$ cat src/inc/ofm_pkg.sv
// Package of register map, field positions and types for the measure block
`default_nettype none
package ofm_pkg;
   // ------------------------------------------------------------------
   // Register byte offsets
   // ------------------------------------------------------------------
   localparam logic [7:0] OFF_TRIM = 8'h84;
   localparam logic [7:0] OFF_CTRL = 8'h94;
   localparam logic [7:0] OFF_COUNT = 8'h98;
   localparam logic [7:0] OFF_IRQ_STATUS = 8'hA0;
   localparam logic [7:0] OFF_IRQ_ENABLE = 8'hA4;
   localparam logic [7:0] OFF_IRQ_CLEAR = 8'hA8;
   // ------------------------------------------------------------------
   // Field positions
   // ------------------------------------------------------------------
   localparam int CTRL_EN_BIT = 31;
   localparam int CTRL_CYC_LSB = 16;
   localparam int CTRL_DONE_BIT = 2;
   localparam int CTRL_SEL_LSB = 0;
   localparam int TRIM_FRAC_LSB = 16;
   localparam int TRIM_COARSE_LSB = 8;
   localparam int TRIM_CUR_LSB = 0;
   localparam int SYNC_STAGES = 2;
   // ------------------------------------------------------------------
   // Reset values and widths
   // ------------------------------------------------------------------
   localparam int CYC_W = 8;
   localparam int CNT_W = 16;
   localparam int SEL_W = 2;
   localparam int FRAC_W = 8;
   localparam logic [1:0] SEL_RESET = 2'h1;
   localparam logic [7:0] FRAC_RESET = 8'h00;
   localparam logic [31:0] ZERO_WORD = 32'h0000_0000;
   // ------------------------------------------------------------------
   // Reference select codes and states
   // ------------------------------------------------------------------
   localparam logic [1:0] SEL_LOW_SPEED_OSC_16KHZ = 2'h0;
   localparam logic [1:0] SEL_CRYSTAL_OSC_32KHZ = 2'h1;
   typedef enum logic [1:0] {
      OFM_IDLE = 2'b00,
      OFM_ARM = 2'b01,
      OFM_COUNT = 2'b10,
      OFM_DONE = 2'b11
   } ofm_state_e;
endpackage : ofm_pkg
`default_nettype wire

$ cat src/hdl/ofm_ref_sync.sv
// Reference clock synchroniser with rising edge detector
`default_nettype none
module ofm_ref_sync #(
   parameter int STAGES = ofm_pkg::SYNC_STAGES
) (
   // Clock and reset
   input wire logic ref_clk,
   input wire logic rstn,
   // Reference
   input wire logic ref_in,
   output logic ref_rise
);
   typedef struct packed {
      logic [STAGES-1:0] sync;
      logic last;
   } ofm_sync_s;
   ofm_sync_s st_reg, st_next;

   always_comb begin
      st_next = st_reg;
      st_next.sync = {st_reg.sync[STAGES-2:0], ref_in};
      st_next.last = st_reg.sync[STAGES-1];
   end

   always_ff @(posedge ref_clk or negedge rstn) begin
      if (!rstn) begin
         st_reg <= '0;
      end else begin
         st_reg <= st_next;
      end
   end

   // Edge taken only from the last stage
   assign ref_rise = st_reg.sync[STAGES-1] & ~st_reg.last;
endmodule : ofm_ref_sync
`default_nettype wire

$ cat src/hdl/ofm_dither.sv
// Signed fractional dither of the oscillator fine trim
`default_nettype none
module ofm_dither #(
   parameter int W = ofm_pkg::FRAC_W
) (
   // Clock and reset
   input wire logic ref_clk,
   input wire logic rstn,
   // Trim
   input wire logic [W-1:0] frac,
   input wire logic [7:0] base_trim,
   output logic [7:0] trim_out
);
   typedef struct packed {
      logic [W-1:0] acc;
      logic [7:0] trim;
   } ofm_dith_s;
   ofm_dith_s st_reg, st_next;
   logic [W-1:0] mag;
   logic [W:0] sum;

   always_comb begin
      st_next = st_reg;
      // Magnitude of the signed value, duty is mag/128
      mag = frac[W-1] ? W'(~frac + 1'b1) : frac;
      sum = {1'b0, st_reg.acc[W-2:0]} + {1'b0, mag};
      st_next.acc = {1'b0, sum[W-2:0]};
      st_next.trim = base_trim;
      if (sum[W-1] | sum[W]) begin
         if (frac[W-1]) begin
            st_next.trim = base_trim - 8'h01;
         end else begin
            st_next.trim = base_trim + 8'h01;
         end
      end
   end

   always_ff @(posedge ref_clk or negedge rstn) begin
      if (!rstn) begin
         st_reg <= '0;
      end else begin
         st_reg <= st_next;
      end
   end

   assign trim_out = st_reg.trim;
endmodule : ofm_dither
`default_nettype wire

$ cat src/hdl/ofm_measure.sv
// Oscillator frequency measurement and superfine trim, APB slave
// Summary of operation
// - Count clocks over cycles-plus-one reference periods
// - Enable bit starts; clearing disables measurement
// - Disable resets counter and done flag
// - Done reads zero while counting, one after
// - Select 16k, 32k or word-select reference
// - Count register holds measured clock periods
// - Fractional trim is signed, direction by sign
// - Each unit moves one 128th fine step
// - Coarse field is read-only current range
// - Low trim field reads current trim
//
// The APB slave port was left to the implementer.
`default_nettype none
module ofm_measure #(
   parameter int CNT_W = ofm_pkg::CNT_W
) (
   // Clock and reset
   input wire logic ref_clk,
   input wire logic rstn,
   // APB slave
   input wire logic psel,
   input wire logic penable,
   input wire logic pwrite,
   input wire logic [7:0] paddr,
   input wire logic [31:0] pwdata,
   output logic [31:0] prdata,
   output logic pready,
   output logic pslverr,
   // Reference clocks
   input wire logic low_speed_osc_16khz,
   input wire logic crystal_osc_32khz,
   input wire logic i2s_word_select,
   // Oscillator trim
   input wire logic [7:0] coarse_range,
   input wire logic [7:0] oscillator_trim_control,
   output logic [7:0] fine_trim_out,
   // Interrupt
   output logic irq
);
   // ------------------------------------------------------------------
   // State
   // ------------------------------------------------------------------
   typedef struct packed {
      logic enable;
      logic [ofm_pkg::CYC_W-1:0] cycles;
      logic [ofm_pkg::SEL_W-1:0] sel;
      logic [ofm_pkg::FRAC_W-1:0] frac;
      ofm_pkg::ofm_state_e state;
      logic [ofm_pkg::CYC_W:0] periods;
      logic [CNT_W-1:0] count;
      logic done_stat;
      logic done_ien;
      logic [31:0] rdata;
   } ofm_meas_s;
   ofm_meas_s st_reg, st_next;

   logic ref_sel;
   logic ref_rise;
   logic wr_en;
   logic rd_en;
   logic done_evt;
   logic [31:0] rd_word;
   logic [CNT_W-1:0] cnt_inc;
   // Cycles for a new source to pass the whole synchroniser
   localparam int SETTLE = ofm_pkg::SYNC_STAGES + 1;

   // ------------------------------------------------------------------
   // Address decode
   // ------------------------------------------------------------------
   function automatic logic addr_known(input logic [7:0] a);
      return a == ofm_pkg::OFF_TRIM || a == ofm_pkg::OFF_CTRL ||
         a == ofm_pkg::OFF_COUNT || a == ofm_pkg::OFF_IRQ_STATUS ||
         a == ofm_pkg::OFF_IRQ_ENABLE || a == ofm_pkg::OFF_IRQ_CLEAR;
   endfunction : addr_known

   assign wr_en = psel & penable & pwrite & addr_known(paddr);
   assign rd_en = psel & ~penable & ~pwrite;

   // ------------------------------------------------------------------
   // Reference selection and sync
   // ------------------------------------------------------------------
   always_comb begin
      unique case (st_reg.sel)
         ofm_pkg::SEL_LOW_SPEED_OSC_16KHZ: ref_sel = low_speed_osc_16khz;
         ofm_pkg::SEL_CRYSTAL_OSC_32KHZ: ref_sel = crystal_osc_32khz;
         default: ref_sel = i2s_word_select;
      endcase
   end

   ofm_ref_sync u_sync (
      .ref_clk(ref_clk),
      .rstn(rstn),
      .ref_in(ref_sel),
      .ref_rise(ref_rise)
   );

   ofm_dither u_dither (
      .ref_clk(ref_clk),
      .rstn(rstn),
      .frac(st_reg.frac),
      .base_trim(oscillator_trim_control),
      .trim_out(fine_trim_out)
   );

   // ------------------------------------------------------------------
   // Read mux
   // ------------------------------------------------------------------
   always_comb begin
      rd_word = ofm_pkg::ZERO_WORD;
      unique case (paddr)
         ofm_pkg::OFF_TRIM: begin
            rd_word[ofm_pkg::TRIM_FRAC_LSB +: ofm_pkg::FRAC_W] = st_reg.frac;
            rd_word[ofm_pkg::TRIM_COARSE_LSB +: 8] = coarse_range;
            rd_word[ofm_pkg::TRIM_CUR_LSB +: 8] = fine_trim_out;
         end
         ofm_pkg::OFF_CTRL: begin
            rd_word[ofm_pkg::CTRL_EN_BIT] = st_reg.enable;
            rd_word[ofm_pkg::CTRL_CYC_LSB +: ofm_pkg::CYC_W] = st_reg.cycles;
            rd_word[ofm_pkg::CTRL_DONE_BIT] =
               (st_reg.state == ofm_pkg::OFM_DONE);
            rd_word[ofm_pkg::CTRL_SEL_LSB +: ofm_pkg::SEL_W] = st_reg.sel;
         end
         ofm_pkg::OFF_COUNT: rd_word[CNT_W-1:0] = st_reg.count;
         ofm_pkg::OFF_IRQ_STATUS: rd_word[0] = st_reg.done_stat;
         ofm_pkg::OFF_IRQ_ENABLE: rd_word[0] = st_reg.done_ien;
         default: rd_word = ofm_pkg::ZERO_WORD;
      endcase
   end

   // ------------------------------------------------------------------
   // Next state
   // ------------------------------------------------------------------
   assign cnt_inc = st_reg.count + CNT_W'(1);

   always_comb begin
      st_next = st_reg;
      done_evt = 1'b0;
      if (rd_en) begin
         st_next.rdata = rd_word;
      end
      if (wr_en && paddr == ofm_pkg::OFF_CTRL) begin
         st_next.enable = pwdata[ofm_pkg::CTRL_EN_BIT];
         st_next.cycles = pwdata[ofm_pkg::CTRL_CYC_LSB +: ofm_pkg::CYC_W];
         st_next.sel = pwdata[ofm_pkg::CTRL_SEL_LSB +: ofm_pkg::SEL_W];
      end
      if (wr_en && paddr == ofm_pkg::OFF_TRIM) begin
         // Coarse and current trim bits are not stored
         st_next.frac = pwdata[ofm_pkg::TRIM_FRAC_LSB +: ofm_pkg::FRAC_W];
      end
      if (wr_en && paddr == ofm_pkg::OFF_IRQ_ENABLE) begin
         st_next.done_ien = pwdata[0];
      end
      if (wr_en && paddr == ofm_pkg::OFF_IRQ_CLEAR && pwdata[0]) begin
         st_next.done_stat = 1'b0;
      end
      // Disable clears on the write edge, so done never reads stale
      if (!st_next.enable) begin
         st_next.state = ofm_pkg::OFM_IDLE;
         st_next.count = '0;
         st_next.periods = '0;
      end else begin
         unique case (st_reg.state)
            ofm_pkg::OFM_IDLE: begin
               st_next.count = '0;
               st_next.periods = '0;
               st_next.state = ofm_pkg::OFM_ARM;
            end
            ofm_pkg::OFM_ARM: begin
               // Ignore false edges from a source switch
               if (st_reg.periods != SETTLE[ofm_pkg::CYC_W:0]) begin
                  st_next.periods = st_reg.periods + 9'h001;
               end else if (ref_rise) begin
                  st_next.periods = '0;
                  st_next.state = ofm_pkg::OFM_COUNT;
               end
            end
            ofm_pkg::OFM_COUNT: begin
               st_next.count = cnt_inc;
               if (ref_rise) begin
                  st_next.periods = st_reg.periods + 9'h001;
                  if (st_reg.periods == {1'b0, st_reg.cycles}) begin
                     st_next.state = ofm_pkg::OFM_DONE;
                     done_evt = 1'b1;
                  end
               end
            end
            ofm_pkg::OFM_DONE: st_next.state = ofm_pkg::OFM_DONE;
         endcase
      end
      // Set wins over clear
      if (done_evt) begin
         st_next.done_stat = 1'b1;
      end
   end

   always_ff @(posedge ref_clk or negedge rstn) begin
      if (!rstn) begin
         st_reg <= '0;
         st_reg.sel <= ofm_pkg::SEL_RESET;
         st_reg.frac <= ofm_pkg::FRAC_RESET;
      end else begin
         st_reg <= st_next;
      end
   end

   // ------------------------------------------------------------------
   // Outputs
   // ------------------------------------------------------------------
   assign prdata = st_reg.rdata;
   assign pready = psel & penable;
   assign pslverr = psel & penable & pwrite & ~addr_known(paddr);
   assign irq = st_reg.done_stat & st_reg.done_ien;
endmodule : ofm_measure
`default_nettype wire

$ cat config.mk
export PLATFORM = sky130hd
export DESIGN_NAME = ofm_measure
export DESIGN_NICKNAME = d
export VERILOG_FILES = /design/src/inc/ofm_pkg.sv /design/src/hdl/ofm_ref_sync.sv /design/src/hdl/ofm_dither.sv /design/src/hdl/ofm_measure.sv
export SDC_FILE = /design/constraint.sdc
export NUM_CORES = 1
export LEC_CHECK = 0
export BUFFER_PORTS_ARGS = -buffer_cell sky130_fd_sc_hd__buf_2
export CORE_UTILIZATION = 60
export DETAILED_ROUTE_END_ITERATION = 16
export PLACE_DENSITY = 0.87
export SYNTH_ARGS = -nofsm -noshare
export SYNTH_HDL_FRONTEND = slang
export SYNTH_HIERARCHICAL = 1
export SYNTH_SLANG_ARGS = --single-unit
$ cat constraint.sdc
create_clock -name ref_clk -period 5.8 [get_ports ref_clk]
set_input_delay 0.58 -clock ref_clk [delete_from_list [all_inputs] [get_ports ref_clk]]
set_output_delay 0.58 -clock ref_clk [all_outputs]
set_load 0.01 [all_outputs]
==> results.ini, run 1 <==
[pwr]
leakage_power_total_nw=2.65
cell_area_power_density_mw_per_mm2=225
ir_worst_vdd_uv=112

[global_routing]
met2_usage_pct=41.5
global_route.usage.total_pct=25.9
met3_usage_in_global_routing_pct=4.89
first_global_vias=4201
use_met1_pct=35.6
largest_net_degree_at_the_start_of_global_routing=53
grt_pass1_wl_mm=19.8
grt_max_usage_layer=met2
antenna_found_initial=0
grt-ovfl-total=0

[place]
place.gp.congestion=0.897
port-buffer-count=78
post_dp_cell_area_sq_mm=0.00565
placed_cells_incl_taps=687
hpwl_mm=8.50

[sta]
final-hold-violation-count=0
maxSlewHeadroom_pct=24.7
worst_pin_slew_ns=1.11
totalNegativeSetupSlack_ns=0
hold_slack_ns=0.173
finalCritPeriodShare_pct=57.4
timing.final.crit_period_ns=3.33
slew_viol_final=0
rsz0062_at_grt=false
finalSetupViolCount=0
max_freq_mhz=300
finClkSkew_ns=0.0128

[floorplanning]
die-area_sq_mm=0.00949
initial_utilization_pct=62.4
rows=34
die_height_microns=97.4
top_level_ports=107
placeableCoreArea_sq_mm=0.00876
die_width_microns=97.4

[job]
maxCapViolCount=0

[finish]
max_reg_flops=48
post_route_non_filler_standard_cell_count=703
area_delta_synth_final_pct=6.64
nNetsFinal=676
antenna-diode-count=0
stdcell_area_sq_mm=0.00583
share_of_cells_above_drive_strength_1_pct=24.0

[routing]
routed_wire_length_mm=11.7
total_via_count_after_detailed_routing=4227
ant_nets=0
detail_route.iter0.violations=244
post_drt_via_cell_ratio=6.01
drc=0
drt_pass1_iterations=5
detail_route.wl_per_cell_microns=16.7

[clocking]
clock_pin_slew_of_the_registers_on_the_worst_case_setup_and_hold_paths_ns=0.09
clock_tree.htree_level_count=3
ctsRootBufferMaster=sky130_fd_sc_hd__clkbuf_8
cts-buffers-inserted=9
clock_path_buffers=2
clk-insertion-delay-late_ns=0.37
post_cts_resized=0
numClockSinks=91
tritoncts=yes
postCtsHoldBufs=0
postCtsSetupRepairBufs=0

[critical_path]
worst_r2r_startpoint=st_reg[59]$_DFFE_PN0P_
crit_path_max_fanout=20
end_kind=register
critical_path.startpoint=paddr[1]
crit_path_start_kind=input port
setup_crit_path_kind=input port to register
critical-path-max-stage-delay_ns=1.00
crit_required_ns=6.00
crit_chain=buf_2, or4b_4, nor4_4, mux2i_2, inv_1, o211ai_1, o31ai_1
cp_data_arrival_time_ns=3.53
critical_path.slowest_cell=sky130_fd_sc_hd__mux2i_2

[yosys]
mean_post_synth_cell_area_sq_um=9.92
synth_warnings=6
yosysUniqueCellTypes=65
number_of_flops_mapped_to_enable_cells_by_yosys=0
yosys_register_bits=91
synth_async_sr_flop_share_pct=100
synth.yosys.seq_area_share_pct=41.7
netlist_area_sq_mm=0.00546
synthesis.instances=551
dominantRegCellSynth=sky130_fd_sc_hd__dfrtp_1

[status]
outcome=finished clean

[worst_hold_path]
hp-class=input port to async pin

report_power, final:
part / total (mW) / switching [mW] / internal (mW)
clock network: 0.395 / 0.236 / 0.160
registers: 0.714 / 0.0281 / 0.686
logic: 0.200 / 0.113 / 0.0861
kinds of logic after synthesis:
group | Yosys count | share of synthesized area [%]
XOR/XNOR | 33 | 5.29
AO/OA/AOI/OAI | 132 | 15.8
AND/OR/NAND/NOR | 161 | 16.5
flip-flops | 91 | 41.7
buffers and inverters | 80 | 8.63
multiplexers | 31 | 6.66
adder cells (fa/ha/maj) | 22 | 5.31
other | 1 | 0.0686
layer usage:
| layer | part of all wire [%] | wire length, microns |
|---|---|---|
| met5 | 0 | 0 |
| met4 | 2.0 | 240 |
| met3 | 6.0 | 705 |
| met2 | 47 | 5510 |
| met1 | 45 | 5280 |
cell type report:
type / instances / area, sq um
Tap cell: 108 / 135
Inverter: 20 / 75.1
Sequential cell: 91 / 2280
Clock inverter: 7 / 50.0
Fill cell: 690 / 2940
Multi-Input combinational cell: 386 / 2740
Timing Repair Buffer: 82 / 423
Clock buffer: 9 / 124
cell usage after synthesis (2+ instances only):
cell type	number	area share, %
sky130_fd_sc_hd__dfrtp_1	90	41
sky130_fd_sc_hd__a21oi_1	54	4.9
sky130_fd_sc_hd__nor2_1	51	3.5
sky130_fd_sc_hd__buf_4	40	5.5
sky130_fd_sc_hd__xnor2_1	26	4.2
sky130_fd_sc_hd__a22oi_1	23	3.2
sky130_fd_sc_hd__ha_1	20	4.6
sky130_fd_sc_hd__inv_1	20	1.4
sky130_fd_sc_hd__mux2_2	20	4.1
sky130_fd_sc_hd__nand2_1	19	1.3
sky130_fd_sc_hd__and3_1	18	2.1
sky130_fd_sc_hd__nand3_1	14	1.3
sky130_fd_sc_hd__clkbuf_1	13	0.89
sky130_fd_sc_hd__o21ai_0	13	1.2
sky130_fd_sc_hd__nand2b_1	9	1.0
sky130_fd_sc_hd__nor3_1	9	0.82
sky130_fd_sc_hd__xor2_1	7	1.1
sky130_fd_sc_hd__a311oi_1	6	0.96
sky130_fd_sc_hd__nor4_1	6	0.69
sky130_fd_sc_hd__buf_2	5	0.46
sky130_fd_sc_hd__mux2_4	5	1.4
sky130_fd_sc_hd__mux2i_1	5	0.92
sky130_fd_sc_hd__nand4_1	5	0.57
sky130_fd_sc_hd__o21a_1	5	0.69
sky130_fd_sc_hd__a21o_1	4	0.55
sky130_fd_sc_hd__nor2b_1	4	0.46
sky130_fd_sc_hd__a21boi_1	3	0.41
sky130_fd_sc_hd__and2_1	3	0.34
sky130_fd_sc_hd__o211ai_1	3	0.41
sky130_fd_sc_hd__or3_1	3	0.34
sky130_fd_sc_hd__or4_1	3	0.41
sky130_fd_sc_hd__a2bb2oi_1	2	0.32
sky130_fd_sc_hd__a31oi_1	2	0.23
sky130_fd_sc_hd__a41oi_1	2	0.32
sky130_fd_sc_hd__buf_6	2	0.41
sky130_fd_sc_hd__fa_1	2	0.73
sky130_fd_sc_hd__nand3_2	2	0.37
sky130_fd_sc_hd__nor2b_4	2	0.50
sky130_fd_sc_hd__nor3_2	2	0.37
sky130_fd_sc_hd__nor4_4	2	0.78
sky130_fd_sc_hd__nor4b_1	2	0.32
sky130_fd_sc_hd__o31ai_1	2	0.27
critical path, delay by kind of cell:
kind                   cells  cell delay (ns)
muxes                      1             1.00
AOI/OAI and AO/OA          2             0.25
and+or+nand+nor            2             1.39
buffers and inverters      2             0.32
worst paths after layout:
path,endpoint,slack (ns),cells after the start
max,st_reg[59]$_DFFE_PN0P_,2.47,7
max reg2reg,st_reg[57]$_DFFE_PN0P_,2.81,6
min reg2reg,u_sync/st_next[0]$_DFF_PN0_,0.36,0
min in group ref_clk,u_sync/st_next[0]$_DFF_PN0_,0.36,0
min,st_reg[50]$_DFFE_PN0P_,0.17,1
max in group asynchronous,st_reg[36]$_DFFE_PN0P_,4.60,2
metrics by stage:
stage / total power, mW / setup WS [ns] / utilization [%]
3_3_place_gp: 0.915 / 2.23 / 64.5
3_5_place_dp: 0.926 / 2.14 / 64.5
4_1_cts: 1.32 / 2.54 / 66.5
6_report: 1.31 / 2.47 / 66.5
5_1_grt: 1.37 / 2.34 / 66.5
2_1_floorplan: 0.883 / 3.11 / -
placed cells by master, fill, tap and decap left out, types with 4 or more instances in the layout:
| cell type | netlist | routed |
|---|---|---|
| sky130_fd_sc_hd__mux2_4 | 5 | 5 |
| sky130_fd_sc_hd__inv_6 | 0 | 4 |
| sky130_fd_sc_hd__nand4_1 | 5 | 5 |
| sky130_fd_sc_hd__inv_1 | 20 | 20 |
| sky130_fd_sc_hd__a22oi_1 | 23 | 23 |
| sky130_fd_sc_hd__conb_1 | 1 | 7 |
| sky130_fd_sc_hd__nor2b_1 | 4 | 4 |
| sky130_fd_sc_hd__buf_4 | 40 | 5 |
| sky130_fd_sc_hd__dfrtp_1 | 90 | 90 |
| sky130_fd_sc_hd__xnor2_1 | 26 | 26 |
| sky130_fd_sc_hd__and3_1 | 18 | 18 |
| sky130_fd_sc_hd__buf_2 | 5 | 77 |
| sky130_fd_sc_hd__nor4_1 | 6 | 6 |
| sky130_fd_sc_hd__a311oi_1 | 6 | 6 |
| sky130_fd_sc_hd__xor2_1 | 7 | 7 |
| sky130_fd_sc_hd__mux2_2 | 20 | 20 |
| sky130_fd_sc_hd__nor3_1 | 9 | 9 |
| sky130_fd_sc_hd__clkbuf_8 | 0 | 9 |
| sky130_fd_sc_hd__a21oi_1 | 54 | 54 |
| sky130_fd_sc_hd__o21a_1 | 5 | 5 |
| sky130_fd_sc_hd__ha_1 | 20 | 20 |
| sky130_fd_sc_hd__nand3_1 | 14 | 14 |
| sky130_fd_sc_hd__o21ai_0 | 13 | 13 |
| sky130_fd_sc_hd__mux2i_1 | 5 | 5 |
| sky130_fd_sc_hd__nor2_1 | 51 | 51 |
| sky130_fd_sc_hd__nand2b_1 | 9 | 9 |
| sky130_fd_sc_hd__a21o_1 | 4 | 4 |
| sky130_fd_sc_hd__nand2_1 | 19 | 19 |
(Power assumes the default switching activity.)
==> run 2: changes to the inputs <==
--- a/config.mk
+++ b/config.mk
@@ -5,10 +5,11 @@
 export SDC_FILE = /design/constraint.sdc
 export NUM_CORES = 1
 export LEC_CHECK = 0
+export ABC_AREA = 1
 export BUFFER_PORTS_ARGS = -buffer_cell sky130_fd_sc_hd__buf_2
-export CORE_UTILIZATION = 60
+export CORE_UTILIZATION = 51
 export DETAILED_ROUTE_END_ITERATION = 16
-export PLACE_DENSITY = 0.87
+export PLACE_DENSITY = 0.78
 export SYNTH_ARGS = -nofsm -noshare
 export SYNTH_HDL_FRONTEND = slang
 export SYNTH_HIERARCHICAL = 1
==> constraint.sdc (replaced) <==
create_clock -name ref_clk -period 2.7 [get_ports ref_clk]
set_input_delay 0.27 -clock ref_clk [delete_from_list [all_inputs] [get_ports ref_clk]]
set_output_delay 0.27 -clock ref_clk [all_outputs]
set_load 0.01 [all_outputs]
==> run 2 against run 1 <==
  * Critical endpoint is now u_dither/trim_out[4]$_DFF_PN0_
  * Global-route usage shrank 0.94 points
  * Synthesized cell count grew 34%
  * Die area is 26% higher
  * Highest routed layer unchanged
  * Worst setup slack lost 2.3 ns
  * Critical path type is now register to register
==> results.ini, run 2 <==
[status]
outcome=finished clean

[yosys]
dominantRegCellSynth=sky130_fd_sc_hd__dfrtp_1
synth.yosys.seq_area_share_pct=38.7  ; -3.0 points
synth.area.top_cells=sky130_fd_sc_hd__dfrtp_1 (38%), sky130_fd_sc_hd__nand2_1 (11%), sky130_fd_sc_hd__buf_4 (5.1%)
synth_largest_area_cell=sky130_fd_sc_hd__dfrtp_1
netlist_area_sq_mm=0.00588  ; +7.7%
yosysUniqueCellTypes=49  ; -25%
mean_post_synth_cell_area_sq_um=7.97  ; -20%
synth_async_sr_flop_share_pct=100  ; unchanged
yosysMostFrequentCell=sky130_fd_sc_hd__nand2_1
synthesis.instances=738  ; +34%
netlist_top_cells_count=sky130_fd_sc_hd__nand2_1 (173), sky130_fd_sc_hd__dfrtp_1 (90), sky130_fd_sc_hd__inv_1 (79)
yosys_register_bits=91  ; unchanged
yosysTopAreaCellShare_pct=38.3  ; -2.9 points
number_of_flops_mapped_to_enable_cells_by_yosys=0  ; unchanged
synth_warnings=6  ; unchanged

[finish]
area_delta_synth_final_pct=10.7
antenna-diode-count=0  ; unchanged
sequential_cell_area_sq_mm=0.00228  ; +0.11%
final_core_util_pct=59.1  ; -7.4 points
share_of_cells_above_drive_strength_1_pct=20.2  ; -3.9 points
mostFrequentLayoutCell=sky130_fd_sc_hd__nand2_1
nNetsFinal=870  ; +29%
nFillCells=976  ; +41%
max_reg_flops=48  ; unchanged
area_occupied_by_multi_input_gates_sq_mm=0.00292  ; +6.4%
post_route_non_filler_standard_cell_count=929  ; +32%
final_cell_mix=sky130_fd_sc_hd__nand2_1 (173), sky130_fd_sc_hd__dfrtp_1 (88), sky130_fd_sc_hd__inv_1 (78)

[place]
place.gp.congestion=0.920  ; +2.6%
port-buffer-count=78  ; unchanged
hpwl_mm=10.3  ; +21%
placed_cells_incl_taps=911  ; +33%

[floorplanning]
die_height_microns=109  ; +12%
placeableCoreArea_sq_mm=0.0110  ; +26%
top_level_ports=107  ; unchanged
initial_utilization_pct=53.3  ; -9.0 points
die_width_microns=109  ; +12%
rows=38  ; +12%
die-area_sq_mm=0.0120  ; +26%

[sta]
final-hold-violation-count=0  ; unchanged
timing.final.crit_period_ns=2.49
finalSetupViolCount=0  ; unchanged
finClkSkew_ns=0.00659  ; -0.00622 ns
maxSlewHeadroom_pct=61.8  ; +37 points
finalCritPeriodShare_pct=92.2
totalNegativeSetupSlack_ns=0  ; unchanged
hold_slack_ns=0.154  ; -0.0188 ns
rsz0062_at_grt=false
max_freq_mhz=402
slew_viol_final=0  ; unchanged
worst_pin_slew_ns=0.571  ; -0.537 ns

[routing]
ant_nets=0  ; unchanged
post_drt_via_cell_ratio=5.48  ; -8.9%
total_via_count_after_detailed_routing=5089  ; +20%
detail_route.wl_per_cell_microns=15.1  ; -9.4%
routed_wire_length_mm=14.0  ; +20%
drc=0  ; unchanged
drt_pass1_iterations=6  ; +1
detail_route.iter0.violations=333  ; +36%

[pwr]
p_int_mw=2.70  ; +190%
leakage_power_total_nw=3.19  ; +21%
share_seq_of_total_power_pct=40.8  ; -14 points
switching_portion_of_total_power_pct=30.7  ; +1.9 points
ir_worst_vdd_uv=456  ; +310%
net_sw_power_mw=1.20  ; +220%
power.clock.fraction_pct=35.6  ; +5.4 points
cell_area_power_density_mw_per_mm2=599  ; +170%
comb_power_share_pct=23.7  ; +8.5 points

[global_routing]
grt-ovfl-total=0  ; unchanged
largest_net_degree_at_the_start_of_global_routing=92  ; +74%
antenna_found_initial=0  ; unchanged
global_route.usage.total_pct=25.0  ; -0.94 points
grt_pass1_wl_mm=23.1  ; +17%
first_global_vias=4905  ; +17%

[critical_path]
r2r_slack_ns=0.21  ; -2.60 ns
worst_r2r_startpoint=st_reg[61]$_DFFE_PN0P_
crit_path_start_kind=register
r2r_cells=16  ; +10
critical_path.startpoint=st_reg[61]$_DFFE_PN0P_
crit_path_max_fanout=8  ; -60%
end_kind=register
crit_required_ns=2.94  ; -3.06 ns
regToRegEndpoint=u_dither/trim_out[4]$_DFF_PN0_
endpoint=u_dither/trim_out[4]$_DFF_PN0_
cp_data_arrival_time_ns=2.72  ; -0.81 ns
setup_crit_path_kind=register to register

[clocking]
numClockSinks=91  ; unchanged
clock_pin_slew_of_the_registers_on_the_worst_case_setup_and_hold_paths_ns=0.06  ; -0.03 ns
clk-insertion-delay-late_ns=0.35  ; -0.02 ns
cts-buffers-inserted=9  ; unchanged
ctsRootBufferMaster=sky130_fd_sc_hd__clkbuf_16
clock_tree.htree_level_count=3  ; unchanged
tritoncts=yes
clock_path_buffers=2  ; unchanged

[worst_hold_path]
hp-class=input port to register

[job]
maxCapViolCount=0  ; unchanged

[run 2: power groups by stage]
stage	Combinational [mW]	Sequential (mW)	Clock [mW]
floorplan	0.735	1.57	0
global placement	0.810	1.61	0
detailed placement	0.848	1.62	0
CTS	0.861	1.59	1.40
global route	1.04	1.60	1.45
finish	0.924	1.59	1.39
[run 2: per-layer routing]
| metal | track usage [%] | wire, microns | share of wire, % |
|---|---|---|---|
| met4 | 8.19 | 243 | 1.7 |
| met1 | 32.1 | 6130 | 44 |
| met3 | 4.92 | 840 | 6.0 |
| met2 | 42.2 | 6820 | 49 |
| met5 | 0 | 0 | 0 |
[run 2: cell type report]
type                       instances  share of cell area [%]
multi-input combinational        509                    44.8
sequential                        91                    35.0
timing repair buffer              87                    7.49
inverter                          86                    4.99
clock buffer                       9                    3.46
tap                              140                    2.69
clock inverter                     7                    1.56
[run 2: how the worst min path moves through the flow]
| stage | start | to | slack [ns] | cells past startpoint |
|---|---|---|---|---|
| after global placement | u_sync/st_next[2]$_DFF_PN0_ | u_sync/st_next[0]$_DFF_PN0_ | 0.34 | 0 |
| after detailed placement | rstn | prdata[15]$_DFFE_PN0P_ | 0.36 | 2 |
| after global routing | pwdata[19] | st_reg[74]$_DFFE_PN0N_ | 0.16 | 3 |
| after CTS | pwdata[19] | st_reg[74]$_DFFE_PN0N_ | 0.14 | 3 |
| after floorplan | rstn | prdata[0]$_DFFE_PN0P_ | -0.03 | 0 |
| final | pwdata[19] | st_reg[74]$_DFFE_PN0N_ | 0.15 | 3 |
[run 2: repair_timing]
action,in CTS,in global routing
gates resized for setup,0,3
buffers inserted,0,1
setup endpoints to repair,0,8
hold endpoints to repair,44,0
hold buffers,1,0
[run 2: critical path, stage by stage, from the launching register on]
cell and delay (ns):
sky130_fd_sc_hd__dfrtp_2 0.45, sky130_fd_sc_hd__inv_2 0.09, sky130_fd_sc_hd__ha_1 0.16, sky130_fd_sc_hd__inv_1 0.06, sky130_fd_sc_hd__nor2_1 0.12, sky130_fd_sc_hd__nand3_1 0.09
sky130_fd_sc_hd__nand2_1 0.08, sky130_fd_sc_hd__xor2_1 0.15, sky130_fd_sc_hd__ha_1 0.29, sky130_fd_sc_hd__nand2_1 0.11, sky130_fd_sc_hd__inv_1 0.07, sky130_fd_sc_hd__a21oi_4 0.18
sky130_fd_sc_hd__nand2_1 0.11, sky130_fd_sc_hd__nand2_4 0.11, sky130_fd_sc_hd__nand3_4 0.12, sky130_fd_sc_hd__nand2_1 0.12, sky130_fd_sc_hd__nand2_1 0.07
[run 2: kinds of logic (layout without fill, tap and decap cells)]
group | after synthesis | in the layout | synth area share [%]
xor+xnor | 25 | 25 | 3.72
fa+ha+maj | 22 | 22 | 4.93
buf+inv | 144 | 189 | 12.1
flops | 91 | 91 | 38.7
compound gates | 105 | 105 | 11.3
other cells | 1 | 7 | 0.0637
simple gates | 350 | 350 | 29.2
[run 2: through the flow]
step	power (mW)	cell area, sq um	worst slack (ns)
2_1_floorplan	2.31	5910	0.460
3_3_place_gp	2.42	6150	0.299
3_5_place_dp	2.47	6150	0.233
4_1_cts	3.86	6490	0.174
5_1_grt	4.09	6510	0.0377
6_report	3.90	6510	0.212
